===== src/slsm_pkg.sv =====
/*
 * Shared constants and types for the serial lane sample mapper.
 * Assumes one frame of samples arrives per frame-clock cycle and that the
 * link layer downstream takes one lane frame word per lane per cycle.
 */
package slsm_pkg;

	// ------------------------------------------------------------------
	// Lane geometry
	// ------------------------------------------------------------------
	localparam int NUM_LANES = 16;
	localparam int GROUP_LANES = 8;
	localparam int SECOND_GROUP_BASE = 8;
	localparam int LANE_W = 32;
	localparam int BYPASS_LANES = 6;
	localparam int BYPASS_SAMPLES = 16;
	localparam int BYPASS_W = 12;
	localparam int CPLX_W = 15;
	localparam int WORD_W = 16;
	localparam int OCTET_W = 8;

	// ------------------------------------------------------------------
	// Reset values
	// ------------------------------------------------------------------
	localparam logic [31:0] LANE_RST = 32'h0000_0000;
	localparam logic [15:0] MASK_RST = 16'h0000;
	localparam logic [2:0] OCTETS_RST = 3'h0;

	// ------------------------------------------------------------------
	// Active lane masks and frame lengths in octets
	// ------------------------------------------------------------------
	localparam logic [15:0] MASK_ALL = 16'hFFFF;
	localparam logic [15:0] MASK_2L = 16'h0101;
	localparam logic [15:0] MASK_4L = 16'h0303;
	localparam logic [15:0] MASK_8L = 16'h0F0F;
	localparam logic [15:0] MASK_12L = 16'h3F3F;
	localparam logic [2:0] OCTETS_1 = 3'h1;
	localparam logic [2:0] OCTETS_2 = 3'h2;
	localparam logic [2:0] OCTETS_4 = 3'h4;

	// ------------------------------------------------------------------
	// Link format select codes (6-bit mode numbers)
	// ------------------------------------------------------------------
	localparam logic [5:0] LFS_8B_16L_A = 6'h08;
	localparam logic [5:0] LFS_8B_16L_B = 6'h33;
	localparam logic [5:0] LFS_D4_4L_A = 6'h0A;
	localparam logic [5:0] LFS_D4_4L_B = 6'h25;
	localparam logic [5:0] LFS_D4_8L_A = 6'h0B;
	localparam logic [5:0] LFS_D4_8L_B = 6'h2F;
	localparam logic [5:0] LFS_D4_16L_A = 6'h0C;
	localparam logic [5:0] LFS_D4_16L_B = 6'h35;
	localparam logic [5:0] LFS_D8_2L_A = 6'h0D;
	localparam logic [5:0] LFS_D8_2L_B = 6'h27;
	localparam logic [5:0] LFS_D8_2L_C = 6'h38;
	localparam logic [5:0] LFS_D8_2L_D = 6'h3B;
	// Mode 66 does not fit the 6-bit select; only its low six bits are decoded
	localparam logic [5:0] LFS_D8_2L_E = 6'h02;
	localparam logic [5:0] LFS_D8_4L_A = 6'h0E;
	localparam logic [5:0] LFS_D8_4L_B = 6'h31;
	localparam logic [5:0] LFS_D8_4L_C = 6'h39;
	localparam logic [5:0] LFS_D8_4L_D = 6'h3C;
	localparam logic [5:0] LFS_D8_8L_A = 6'h0F;
	localparam logic [5:0] LFS_D8_8L_B = 6'h37;
	localparam logic [5:0] LFS_D8_8L_C = 6'h3A;
	localparam logic [5:0] LFS_D8_16L = 6'h10;
	localparam logic [5:0] LFS_B12_12L_A = 6'h13;
	localparam logic [5:0] LFS_B12_12L_B = 6'h2A;

	// ------------------------------------------------------------------
	// Decoded format class
	// ------------------------------------------------------------------
	typedef enum logic [3:0] {
		FMT_NONE = 4'h0,
		FMT_8B_16L = 4'h1,
		FMT_D4_4L = 4'h2,
		FMT_D4_8L = 4'h3,
		FMT_D4_16L = 4'h4,
		FMT_D8_2L = 4'h5,
		FMT_D8_4L = 4'h6,
		FMT_D8_8L = 4'h7,
		FMT_D8_16L = 4'h8,
		FMT_B12_12L = 4'h9
	} slsm_fmt_e;

endpackage


===== src/slsm_mapper.sv =====
/*
 * Transport-layer sample mapper: places one frame of converter samples
 * onto sixteen serial lane frame words according to the link format.
 * Assumes a downstream link layer that encodes, scrambles and serialises
 * each lane word, octet 0 in bits [31:24], and reads only active lanes.
 */
// Contract
// RULE1: In 8-bit dual-channel 16-lane formats each channel's lane k carries that channel's sample k as one octet.
// RULE2: In decimate-by-4 four-lane formats lane 0 carries in-phase and lane 1 quadrature with flags, per channel.
// RULE3: In decimate-by-4 eight-lane formats lanes 0,1 carry in-phase words 0,1 and lanes 2,3 quadrature words 0,1.
// RULE4: In decimate-by-4 sixteen-lane formats lanes 0-3 carry in-phase words 0-3 and lanes 4-7 quadrature 0-3.
// RULE5: In decimate-by-8 two-lane formats one lane per channel holds in-phase in octets 0,1 and quadrature in 2,3.
// RULE6: In decimate-by-8 four-lane formats lane 0 carries the in-phase word and lane 1 the quadrature word.
// RULE7: In decimate-by-8 eight-lane formats lanes 0,1 carry in-phase words 0,1 and lanes 2,3 quadrature 0,1.
// RULE8: In the decimate-by-8 sixteen-lane format lanes 0-3 carry in-phase 0-3 and lanes 4-7 quadrature 0-3.
// RULE9: In 12-bit bypass twelve-lane formats even samples pack onto first-group lanes 0-5, odd onto second-group.
// RULE10: Each 16-bit complex word holds the sample in bits 15:1 and its over-range flag in bit 0, MSB octet first.
`timescale 1ns/1ps

module slsm_mapper
(
	input wire logic i_mclk,                                   // Frame clock, 25 MHz
	input wire logic i_rst_b,                                  // Synchronous reset, active low
	input wire logic [5:0] i_link_format_select,               // Link format mode number
	input wire logic i_frame_valid,                            // Sample inputs hold a new frame
	input wire logic [7:0][7:0] i_first_channel_octet,         // 8-bit first-channel samples 0..7
	input wire logic [7:0][7:0] i_second_channel_octet,        // 8-bit second-channel samples 0..7
	input wire logic [3:0][14:0] i_first_channel_inphase,      // Complex words 0..3
	input wire logic [3:0][14:0] i_first_channel_quadrature,   // Complex words 0..3
	input wire logic [3:0][14:0] i_second_channel_inphase,     // Complex words 0..3
	input wire logic [3:0][14:0] i_second_channel_quadrature,  // Complex words 0..3
	input wire logic [3:0] i_first_inphase_overrange,          // Flag per in-phase word
	input wire logic [3:0] i_first_quadrature_overrange,       // Flag per quadrature word
	input wire logic [3:0] i_second_inphase_overrange,         // Flag per in-phase word
	input wire logic [3:0] i_second_quadrature_overrange,      // Flag per quadrature word
	input wire logic [15:0][11:0] i_bypass_sample,             // 12-bit single-channel samples 0..15
	output logic [15:0][31:0] o_lane_data,                     // Lane frame words, lanes 8..15 second group
	output logic o_lane_valid,                                 // One cycle per mapped frame
	output logic [15:0] o_lane_active,                         // Lanes in use by the format
	output logic [2:0] o_frame_octets,                         // Octets per lane frame
	output logic o_format_err                                  // Unsupported format selected
);

	// ------------------------------------------------------------------
	// Helpers
	// ------------------------------------------------------------------
	function automatic logic [15:0] cplx_word(input logic [14:0] value, input logic flag);
		cplx_word = {value, flag}; // see RULE10
	endfunction

	function automatic logic [31:0] word_lane(input logic [15:0] word);
		word_lane = {word, 16'h0000}; // see RULE10
	endfunction

	// ------------------------------------------------------------------
	// State
	// ------------------------------------------------------------------
	slsm_pkg::slsm_fmt_e fmt;
	logic [15:0][31:0] lane_r;
	logic [15:0][31:0] lane_nxt;
	logic valid_r;
	logic valid_nxt;
	logic [15:0] active_r;
	logic [15:0] active_nxt;
	logic [2:0] octets_r;
	logic [2:0] octets_nxt;
	logic err_r;
	logic err_nxt;
	logic [7:0][11:0] even_samples;
	logic [7:0][11:0] odd_samples;
	logic [5:0][15:0] even_words;
	logic [5:0][15:0] odd_words;

	// ------------------------------------------------------------------
	// Format decode
	// ------------------------------------------------------------------
	always_comb
	begin
		unique case (i_link_format_select)
			slsm_pkg::LFS_8B_16L_A,
			slsm_pkg::LFS_8B_16L_B:
				fmt = slsm_pkg::FMT_8B_16L;
			slsm_pkg::LFS_D4_4L_A,
			slsm_pkg::LFS_D4_4L_B:
				fmt = slsm_pkg::FMT_D4_4L;
			slsm_pkg::LFS_D4_8L_A,
			slsm_pkg::LFS_D4_8L_B:
				fmt = slsm_pkg::FMT_D4_8L;
			slsm_pkg::LFS_D4_16L_A,
			slsm_pkg::LFS_D4_16L_B:
				fmt = slsm_pkg::FMT_D4_16L;
			slsm_pkg::LFS_D8_2L_A,
			slsm_pkg::LFS_D8_2L_B,
			slsm_pkg::LFS_D8_2L_C,
			slsm_pkg::LFS_D8_2L_D,
			slsm_pkg::LFS_D8_2L_E:
				fmt = slsm_pkg::FMT_D8_2L;
			slsm_pkg::LFS_D8_4L_A,
			slsm_pkg::LFS_D8_4L_B,
			slsm_pkg::LFS_D8_4L_C,
			slsm_pkg::LFS_D8_4L_D:
				fmt = slsm_pkg::FMT_D8_4L;
			slsm_pkg::LFS_D8_8L_A,
			slsm_pkg::LFS_D8_8L_B,
			slsm_pkg::LFS_D8_8L_C:
				fmt = slsm_pkg::FMT_D8_8L;
			slsm_pkg::LFS_D8_16L:
				fmt = slsm_pkg::FMT_D8_16L;
			slsm_pkg::LFS_B12_12L_A,
			slsm_pkg::LFS_B12_12L_B:
				fmt = slsm_pkg::FMT_B12_12L;
			default:
				fmt = slsm_pkg::FMT_NONE;
		endcase
	end

	// ------------------------------------------------------------------
	// Bypass packing: even samples to the first group, odd to the second
	// ------------------------------------------------------------------
	always_comb
	begin
		for (int s = 0; s < 8; s++)
		begin
			even_samples[s] = i_bypass_sample[2 * s];     // see RULE9
			odd_samples[s] = i_bypass_sample[2 * s + 1];  // see RULE9
		end
	end

	slsm_pack12 u_pack_even
	(
		.i_samples(even_samples),
		.o_lane_words(even_words)
	);

	slsm_pack12 u_pack_odd
	(
		.i_samples(odd_samples),
		.o_lane_words(odd_words)
	);

	// ------------------------------------------------------------------
	// Lane mapping
	// ------------------------------------------------------------------
	// Lane words hold their last frame between valid frames so the link
	// layer can sample them late; a format change lands with the next frame.
	always_comb
	begin
		lane_nxt = lane_r;
		active_nxt = active_r;
		octets_nxt = octets_r;
		err_nxt = err_r;
		valid_nxt = 1'b0;
		if (i_frame_valid)
		begin
			lane_nxt = '0;
			active_nxt = slsm_pkg::MASK_RST;
			octets_nxt = slsm_pkg::OCTETS_RST;
			err_nxt = 1'b0;
			valid_nxt = 1'b1;
			unique case (fmt)
				slsm_pkg::FMT_8B_16L:
				begin
					for (int k = 0; k < slsm_pkg::GROUP_LANES; k++)
					begin
						lane_nxt[k] = {i_first_channel_octet[k], 24'h000000}; // see RULE1
						lane_nxt[slsm_pkg::SECOND_GROUP_BASE + k] = {i_second_channel_octet[k], 24'h000000}; // see RULE1
					end
					active_nxt = slsm_pkg::MASK_ALL;
					octets_nxt = slsm_pkg::OCTETS_1;
				end
				slsm_pkg::FMT_D4_4L,
				slsm_pkg::FMT_D8_4L:
				begin
					// Decimate-by-4 and by-8 share this map; see RULE2 and see RULE6
					lane_nxt[0] = word_lane(cplx_word(i_first_channel_inphase[0], i_first_inphase_overrange[0]));
					lane_nxt[1] = word_lane(cplx_word(i_first_channel_quadrature[0], i_first_quadrature_overrange[0]));
					lane_nxt[slsm_pkg::SECOND_GROUP_BASE] =
						word_lane(cplx_word(i_second_channel_inphase[0], i_second_inphase_overrange[0]));
					lane_nxt[slsm_pkg::SECOND_GROUP_BASE + 1] =
						word_lane(cplx_word(i_second_channel_quadrature[0], i_second_quadrature_overrange[0]));
					active_nxt = slsm_pkg::MASK_4L;
					octets_nxt = slsm_pkg::OCTETS_2;
				end
				slsm_pkg::FMT_D4_8L,
				slsm_pkg::FMT_D8_8L:
				begin
					for (int k = 0; k < 2; k++)
					begin
						// In-phase on lanes 0,1 and quadrature on 2,3; see RULE3 and see RULE7
						lane_nxt[k] = word_lane(cplx_word(i_first_channel_inphase[k], i_first_inphase_overrange[k]));
						lane_nxt[2 + k] =
							word_lane(cplx_word(i_first_channel_quadrature[k], i_first_quadrature_overrange[k]));
						lane_nxt[slsm_pkg::SECOND_GROUP_BASE + k] =
							word_lane(cplx_word(i_second_channel_inphase[k], i_second_inphase_overrange[k]));
						lane_nxt[slsm_pkg::SECOND_GROUP_BASE + 2 + k] =
							word_lane(cplx_word(i_second_channel_quadrature[k], i_second_quadrature_overrange[k]));
					end
					active_nxt = slsm_pkg::MASK_8L;
					octets_nxt = slsm_pkg::OCTETS_2;
				end
				slsm_pkg::FMT_D4_16L,
				slsm_pkg::FMT_D8_16L:
				begin
					for (int k = 0; k < 4; k++)
					begin
						// In-phase on lanes 0-3 and quadrature on 4-7; see RULE4 and see RULE8
						lane_nxt[k] = word_lane(cplx_word(i_first_channel_inphase[k], i_first_inphase_overrange[k]));
						lane_nxt[4 + k] =
							word_lane(cplx_word(i_first_channel_quadrature[k], i_first_quadrature_overrange[k]));
						lane_nxt[slsm_pkg::SECOND_GROUP_BASE + k] =
							word_lane(cplx_word(i_second_channel_inphase[k], i_second_inphase_overrange[k]));
						lane_nxt[slsm_pkg::SECOND_GROUP_BASE + 4 + k] =
							word_lane(cplx_word(i_second_channel_quadrature[k], i_second_quadrature_overrange[k]));
					end
					active_nxt = slsm_pkg::MASK_ALL;
					octets_nxt = slsm_pkg::OCTETS_2;
				end
				slsm_pkg::FMT_D8_2L:
				begin
					lane_nxt[0] = {cplx_word(i_first_channel_inphase[0], i_first_inphase_overrange[0]),
						cplx_word(i_first_channel_quadrature[0], i_first_quadrature_overrange[0])}; // see RULE5
					lane_nxt[slsm_pkg::SECOND_GROUP_BASE] =
						{cplx_word(i_second_channel_inphase[0], i_second_inphase_overrange[0]),
						cplx_word(i_second_channel_quadrature[0], i_second_quadrature_overrange[0])}; // see RULE5
					active_nxt = slsm_pkg::MASK_2L;
					octets_nxt = slsm_pkg::OCTETS_4;
				end
				slsm_pkg::FMT_B12_12L:
				begin
					for (int k = 0; k < slsm_pkg::BYPASS_LANES; k++)
					begin
						lane_nxt[k] = word_lane(even_words[k]); // see RULE9
						lane_nxt[slsm_pkg::SECOND_GROUP_BASE + k] = word_lane(odd_words[k]); // see RULE9
					end
					active_nxt = slsm_pkg::MASK_12L;
					octets_nxt = slsm_pkg::OCTETS_2;
				end
				slsm_pkg::FMT_NONE:
				begin
					// Unknown modes send idle zeros rather than a guessed layout
					err_nxt = 1'b1;
					valid_nxt = 1'b0;
				end
			endcase
		end
	end

	// ------------------------------------------------------------------
	// Registers
	// ------------------------------------------------------------------
	always_ff @(posedge i_mclk)
	begin
		if (!i_rst_b)
		begin
			for (int k = 0; k < slsm_pkg::NUM_LANES; k++)
			begin
				lane_r[k] <= slsm_pkg::LANE_RST;
			end
			valid_r <= 1'b0;
			active_r <= slsm_pkg::MASK_RST;
			octets_r <= slsm_pkg::OCTETS_RST;
			err_r <= 1'b0;
		end
		else
		begin
			lane_r <= lane_nxt;
			valid_r <= valid_nxt;
			active_r <= active_nxt;
			octets_r <= octets_nxt;
			err_r <= err_nxt;
		end
	end

	assign o_lane_data = lane_r;
	assign o_lane_valid = valid_r;
	assign o_lane_active = active_r;
	assign o_frame_octets = octets_r;
	assign o_format_err = err_r;

endmodule // slsm_mapper


===== src/slsm_pack12.sv =====
/*
 * Packs eight 12-bit samples contiguously, most significant bits first,
 * into six 16-bit lane words.
 * Purely combinational; the caller registers the result.
 */
`timescale 1ns/1ps

module slsm_pack12
(
	input wire logic [7:0][11:0] i_samples, // Sample 0 first
	output logic [5:0][15:0] o_lane_words   // Lane word 0 first
);

	logic [95:0] bits;

	// ------------------------------------------------------------------
	// Contiguous packing
	// ------------------------------------------------------------------
	always_comb
	begin
		bits = '0;
		for (int s = 0; s < 8; s++)
		begin
			bits[95 - 12 * s -: 12] = i_samples[s];
		end
		for (int k = 0; k < 6; k++)
		begin
			o_lane_words[k] = bits[95 - 16 * k -: 16];
		end
	end

endmodule // slsm_pack12


===== config.mk =====
export PLATFORM = sky130hd
export DESIGN_NAME = slsm_mapper
export DESIGN_NICKNAME = d
export VERILOG_FILES = /design/src/slsm_pkg.sv /design/src/slsm_mapper.sv /design/src/slsm_pack12.sv
export SDC_FILE = /design/constraint.sdc
export NUM_CORES = 1
export LEC_CHECK = 0
export ABC_AREA = 1
export BUFFER_PORTS_ARGS = -buffer_cell sky130_fd_sc_hd__buf_2
export CAP_MARGIN = 20
export CORE_AREA = 3 3 440 442
export DETAILED_ROUTE_END_ITERATION = 10
export DIE_AREA = 0 0 443 445
export GPL_TIMING_DRIVEN = 0
export PLACE_DENSITY_LB_ADDON = 0.12
export SLEW_MARGIN = 20
export SYNTH_ARGS = -nofsm -noshare
export SYNTH_HDL_FRONTEND = slang
export SYNTH_SLANG_ARGS = --single-unit
export TNS_END_PERCENT = 50

===== constraint.sdc =====
create_clock -name i_mclk -period 4.4 [get_ports i_mclk]
set_input_delay 0.44 -clock i_mclk [delete_from_list [all_inputs] [get_ports i_mclk]]
set_output_delay 0.44 -clock i_mclk [all_outputs]
set_load 0.01 [all_outputs]

# Word level (Yosys, flattened, before mapping)
# Memories as Yosys holds them, arrays and structs flattened.
# Cells that the tools add are included.
totals:
  reg_bits: 533
  rom_bits: 256
  out_inout_bits: 533
  mem_count: 1
mem_list:
  columns: ["name", "depth", "width", "read_ports", "rd_ports_with_merged_regs", "write_ports", "line_no", "text"]
  rows:
  - ["(name not given)", 64, 4, 1, 0, 0, "slsm_mapper.sv:79", "unique case (i_link_format_select)"]
op_classes:
  n_eq_ne: 9
  n_mux: 14
  reduce_logical: 9
ops:
  columns: ["cell", "n"]
  rows:
  - ["case mux 32 bit (4 select lines)", 4]
  - ["case mux 64 bit (4 select lines)", 2]
  - ["case mux 64 bit (3 select lines)", 2]
  - ["case mux 64 bit (2 select lines)", 2]
  - ["case mux 16 bit (5 select lines)", 1]
  - ["== test 4 x 3 -> 1 bit (second input constant)", 4]
  - ["case mux 3 bit (3 select lines)", 1]
  - ["== test 4 x 2 -> 1 bit (second input constant)", 2]
  - ["== test 4 bit (second input constant)", 2]
  - ["OR reduction 7 bit", 1]
  - ["OR reduction 2 bit", 3]
  - ["OR reduction 6 bit", 1]
  - ["== test 4 x 1 -> 1 bit (second input constant)", 1]
  - ["logical NOT 4 bit", 1]
  - ["OR reduction 4 bit", 1]
  - ["OR reduction 3 bit", 1]
  - ["2-to-1 mux 1 bit", 2]
  - ["AND reduction 2 bit", 1]

# Logic depth before layout (Yosys ltp)
# An unclocked memory read counts as a cell.
depth:
  depth_word: 4
  ltp_mapped: 18
  depth_no_buf: 16

# Cells and area by module
# Synthesis repeated with hierarchy kept, for this count alone.
unflattened:
  cells_unflattened: 2766
  hier_area_um2: 17910.9
by_module_without_submodules:
  columns: ["module", "instances", "cells_each", "area_per_inst_um2", "seq_area_each_um2"]
  rows:
  - ["slsm_mapper", 1, 2574, 16469.5, 5965.7]
  - ["slsm_pack12", 2, 96, 720.7, 0.0]

# Least setup slack after synthesis
# Ideal clock, no wire load.
synth_timing:
  path_kind: "input-to-reg"
  from: "in i_link_format_select[0]"
  to: "reg lane_r, in the netlist o_lane_data[216]"
  setup_time_ns: 0.070
  arrival_ns: 2.145
  required_ns: 4.330
  slack_ns: 2.184
  stages: 14
  n_path_buf: 3
  path_cell_list: "inv_1 > ha_1 > nor2_1 > nor2_1 > nand2_1 > nand3_1 > a21oi_2 > buf_4 > nand3_2 > buf_4 > nor2_4 > buf_6 > a22oi_1 > a21oi_1"
synth_between:
  elab_chain_cells: 4
synth_rtl:
  columns: ["element", "line_no", "text"]
  rows:
  - ["start, declared", "slsm_mapper.sv:24", "input wire logic [5:0] i_link_format_select,"]
  - ["memory (64 x 4 bit) (*)", null, null]
  - ["== test 4 x 3 -> 1 bit or == test 4 bit (tied branches)", "slsm_mapper.sv:160", "unique case (fmt)"]
  - ["OR reduction 2 bit", null, null]
  - ["case mux 64 bit (2 select lines) (*)", "slsm_mapper.sv:160", null]
  - ["end signal, assigned by index", "slsm_mapper.sv:257", "lane_r[k] <= slsm_pkg::LANE_RST;"]
  - ["end signal, assigned", "slsm_mapper.sv:266", "lane_r <= lane_nxt;"]
  - ["end, declared", "slsm_mapper.sv:59", "logic [15:0][31:0] lane_r;"]
# Every way passes the cells marked *; elsewhere a longest branch is shown, timed or not.
# A chain may end at the register's enable or synchronous reset.

# Worst setup path in the final report
layout_timing:
  from: "in i_link_format_select[0]"
  to: "reg lane_r, in the netlist o_lane_data[340]"
layout_between:
  elab_chain_cells: 4
layout_rtl:
  columns: ["element", "line_no"]
  rows:
  - ["memory (64 x 4 bit) (*)", null]
  - ["== test 4 x 3 -> 1 bit, or another cell as far along", "slsm_mapper.sv:160"]
  - ["OR reduction 2 bit", null]
  - ["case mux 64 bit (4 select lines) (*)", "slsm_mapper.sv:160"]
# Marks and branches as above.

==> out/results.tsv <==
metric	value	unit
grt_pass1_wl	204800	um
r2r_cells	4	
worst-path-stages	14	
r2r_start	o_lane_active[14]$_SDFFE_PN0P_	
r2r-end	o_lane_active[14]$_SDFFE_PN0P_	
dpl_cell_area	0.02490	mm^2
fin_skew	0	ns
min_from	i_second_quadrature_overrange[3]	
tns	0	ns
ys_ff_latch	298	
r2r_setup_slack	3.53	ns
cts_tree	yes	
fp.dieW	443	um
finalCritPeriodShare	84.15	%
power-per-cell-area	330.1	mW/mm^2
synthToLayoutAreaGrowth	65.07	%
num_vias	20930	
path_delay_family	buffers and inverters	
worstPathRequired	4.94	ns
avgSynthCellArea	6.483	um^2
hp-class	primary input to flip-flop	
yosysWarningCount	0	
ir_drop	0.2504	mV
netlist_instances	2520	
slew_viol_final	0	
cp-start-kind	primary input	
avgRoutedWirePerCell	25.60	um
overflow	0	
slowest_stage	buf_2	
yosysMostFrequentCell	nand2_1	
synth_top_cells_by_area	dfxtp_1, nand2_1, buf_4	
dieArea	0.1971	mm^2
rsz0062_at_grt	false	
critPathKind	primary input to flip-flop	
max_freq	0.2701	GHz
clockBufferDepth	3	
grt_usage	15.58	%
setup_violations	0	
io_pins	1118	
hold_viol	0	
place_inst	6150	
fp.dieH	445	um
routed_wl	161400	um
ant_nets	0	
tightest_slew	1.101	ns
ys_seq_area_share	36.51	%
htree_num_levels	2	
synth-edff-count	0	
cts_made_buffers	47	
crit_arrival	4.24	ns
yosys.area.top_type	dfxtp_1	
final_area	0.02697	mm^2
portBuffers	891	
slowest_delay	0.65	ns
worstPathMaxFanout	10	
drive_gt1_share	34.42	%
post-route-min-period	3.703	ns
synth_cell_types	26	
cts_sinks	298	
whs_path_depth	3	
clk_pin_slew	0.06	ns
cts_setup_buffers	0	
cp-end-kind	flip-flop	
worstPathBufferInverterCount	5	
gp_congestion	0.8325	
dr.first_iter.drc_count	1224	
insertion_delay	0.63	ns
grt_max_degree	14	
synth_top_area_share	36.51	%
drt_pass1_iterations	5	
clockRootBuffer	clkbuf_16	
drc_errors	0	
core_area	0.1900	mm^2
antenna_found_initial	55	
utilization	14.20	%
viasPerCell	3.320	
yosys_most_used_dff	dfxtp_1	
start_util	8.600	%
status	complete, no violations	
synth_area	0.01634	mm^2
hold_end	o_lane_data[496]$_SDFFE_PN0P_	
async_flop_share	0	%
hpwlAfterDp	135900	um
synth.cells.most_frequent	nand2_1, dfxtp_1, a21oi_1	
max_cap_violations	0	
grt_pass1_vias	20730	
instances_no_fill	6303	
crit_chain	buf_2 -> inv_1 -> ha_1 -> nor2_1 -> nand3_1 -> o21ai_2 -> nand3_1 -> clkinv_1 -> buf_2 -> buf_2 -> nand2_1 -> nand3_1 -> nand2_1 -> a21oi_1	
rows	160	
max_slew_margin	26.57	%
nNetsFinal	4331	
p_leak	13.06	nW
==> repair_timing <==
action,4_1_cts,5_1_grt
hold buffers,51,0
gates resized for setup,0,0
setup endpoints to repair,0,0
hold endpoints to repair,51,0
==> power breakdown <==
| part | switching (mW) | internal (mW) |
|---|---|---|
| clock | 1.65 | 2.24 |
| combinational | 1.42 | 0.700 |
| sequential | 0.0682 | 2.83 |
| total | 3.14 | 5.77 |
==> how the worst max path moves through the flow <==
stage	startpoint	to	slack (ns)
after global routing	i_link_format_select[0]	o_lane_data[340]$_SDFFE_PN0P_	0.33
after CTS	i_link_format_select[0]	o_lane_data[340]$_SDFFE_PN0P_	0.44
after floorplan	i_link_format_select[0]	o_lane_data[216]$_SDFFE_PN0P_	2.18
after global placement	i_link_format_select[0]	o_lane_data[340]$_SDFFE_PN0P_	-0.25
final	i_link_format_select[0]	o_lane_data[340]$_SDFFE_PN0P_	0.70
after detailed placement	i_link_format_select[0]	o_lane_data[340]$_SDFFE_PN0P_	-0.22
==> layout by cell type (no fill, tap or decap), drive strengths merged <==
cell type    count
clkinv          11
dlygate4sd3     51
a22oi           32
inv             50
clkbuf         164
clkinvlp         2
bufinv           3
buf           1207
ha               7
conb           224
nand2         1109
o21ai           30
a21oi          269
nand4           54
nand3          208
diode           18
dfxtp          298
nor2            55
==> registers in the layout, summed over array words and instances (netlist names) <==
name and count:
o_frame_octets 3, o_format_err 1, o_lane_valid 1, o_lane_data 288, o_lane_active 5
==> cell families after synthesis <==
group / after synthesis / synth area share [%]
and+or+nand+nor: 1426 / 35.49
buffers and inverters: 457 / 16.76
AOI/OAI and AO/OA: 331 / 10.68
DFF: 298 / 36.51
adders and majority gates: 7 / 0.5360
other: 1 / 0.02295
==> routing by layer <==
layer  track usage [%]  up-vias  wire length [um]
li1                  -    10130                 -
met1             17.13     9864             61650
met2             30.59      730             88360
met3             2.953      185              7751
met4             3.197       14              3528
met5                 0        -                70
==> layout make-up <==
type	instances	area, um^2
timing repair buffer	947	5075
multi-input combinational	1988	8471
antenna	18	45.04
clock buffer	67	1301
clock inverter	17	210.2
buffer	408	2576
fill	22410	163000
tap	2511	3142
sequential	298	5966
inverter	49	183.9
==> worst min-delay path: stages <==
cell	delay, ns
buf_2	0.09
nand3_1	0.08
nand2_1	0.06
==> metrics by stage <==
stage	worst slack [ns]	total power, mW	hold WS [ns]
6_report	0.6973	8.904	0.06741
5_1_grt	0.3325	9.407	0.01540
4_1_cts	0.4367	9.219	0.0002301
3_5_place_dp	-0.2188	5.121	0.4529
3_3_place_gp	-0.2462	5.117	0.4507
2_1_floorplan	2.184	3.858	0.4900
Power figures use the tool's default switching activity.
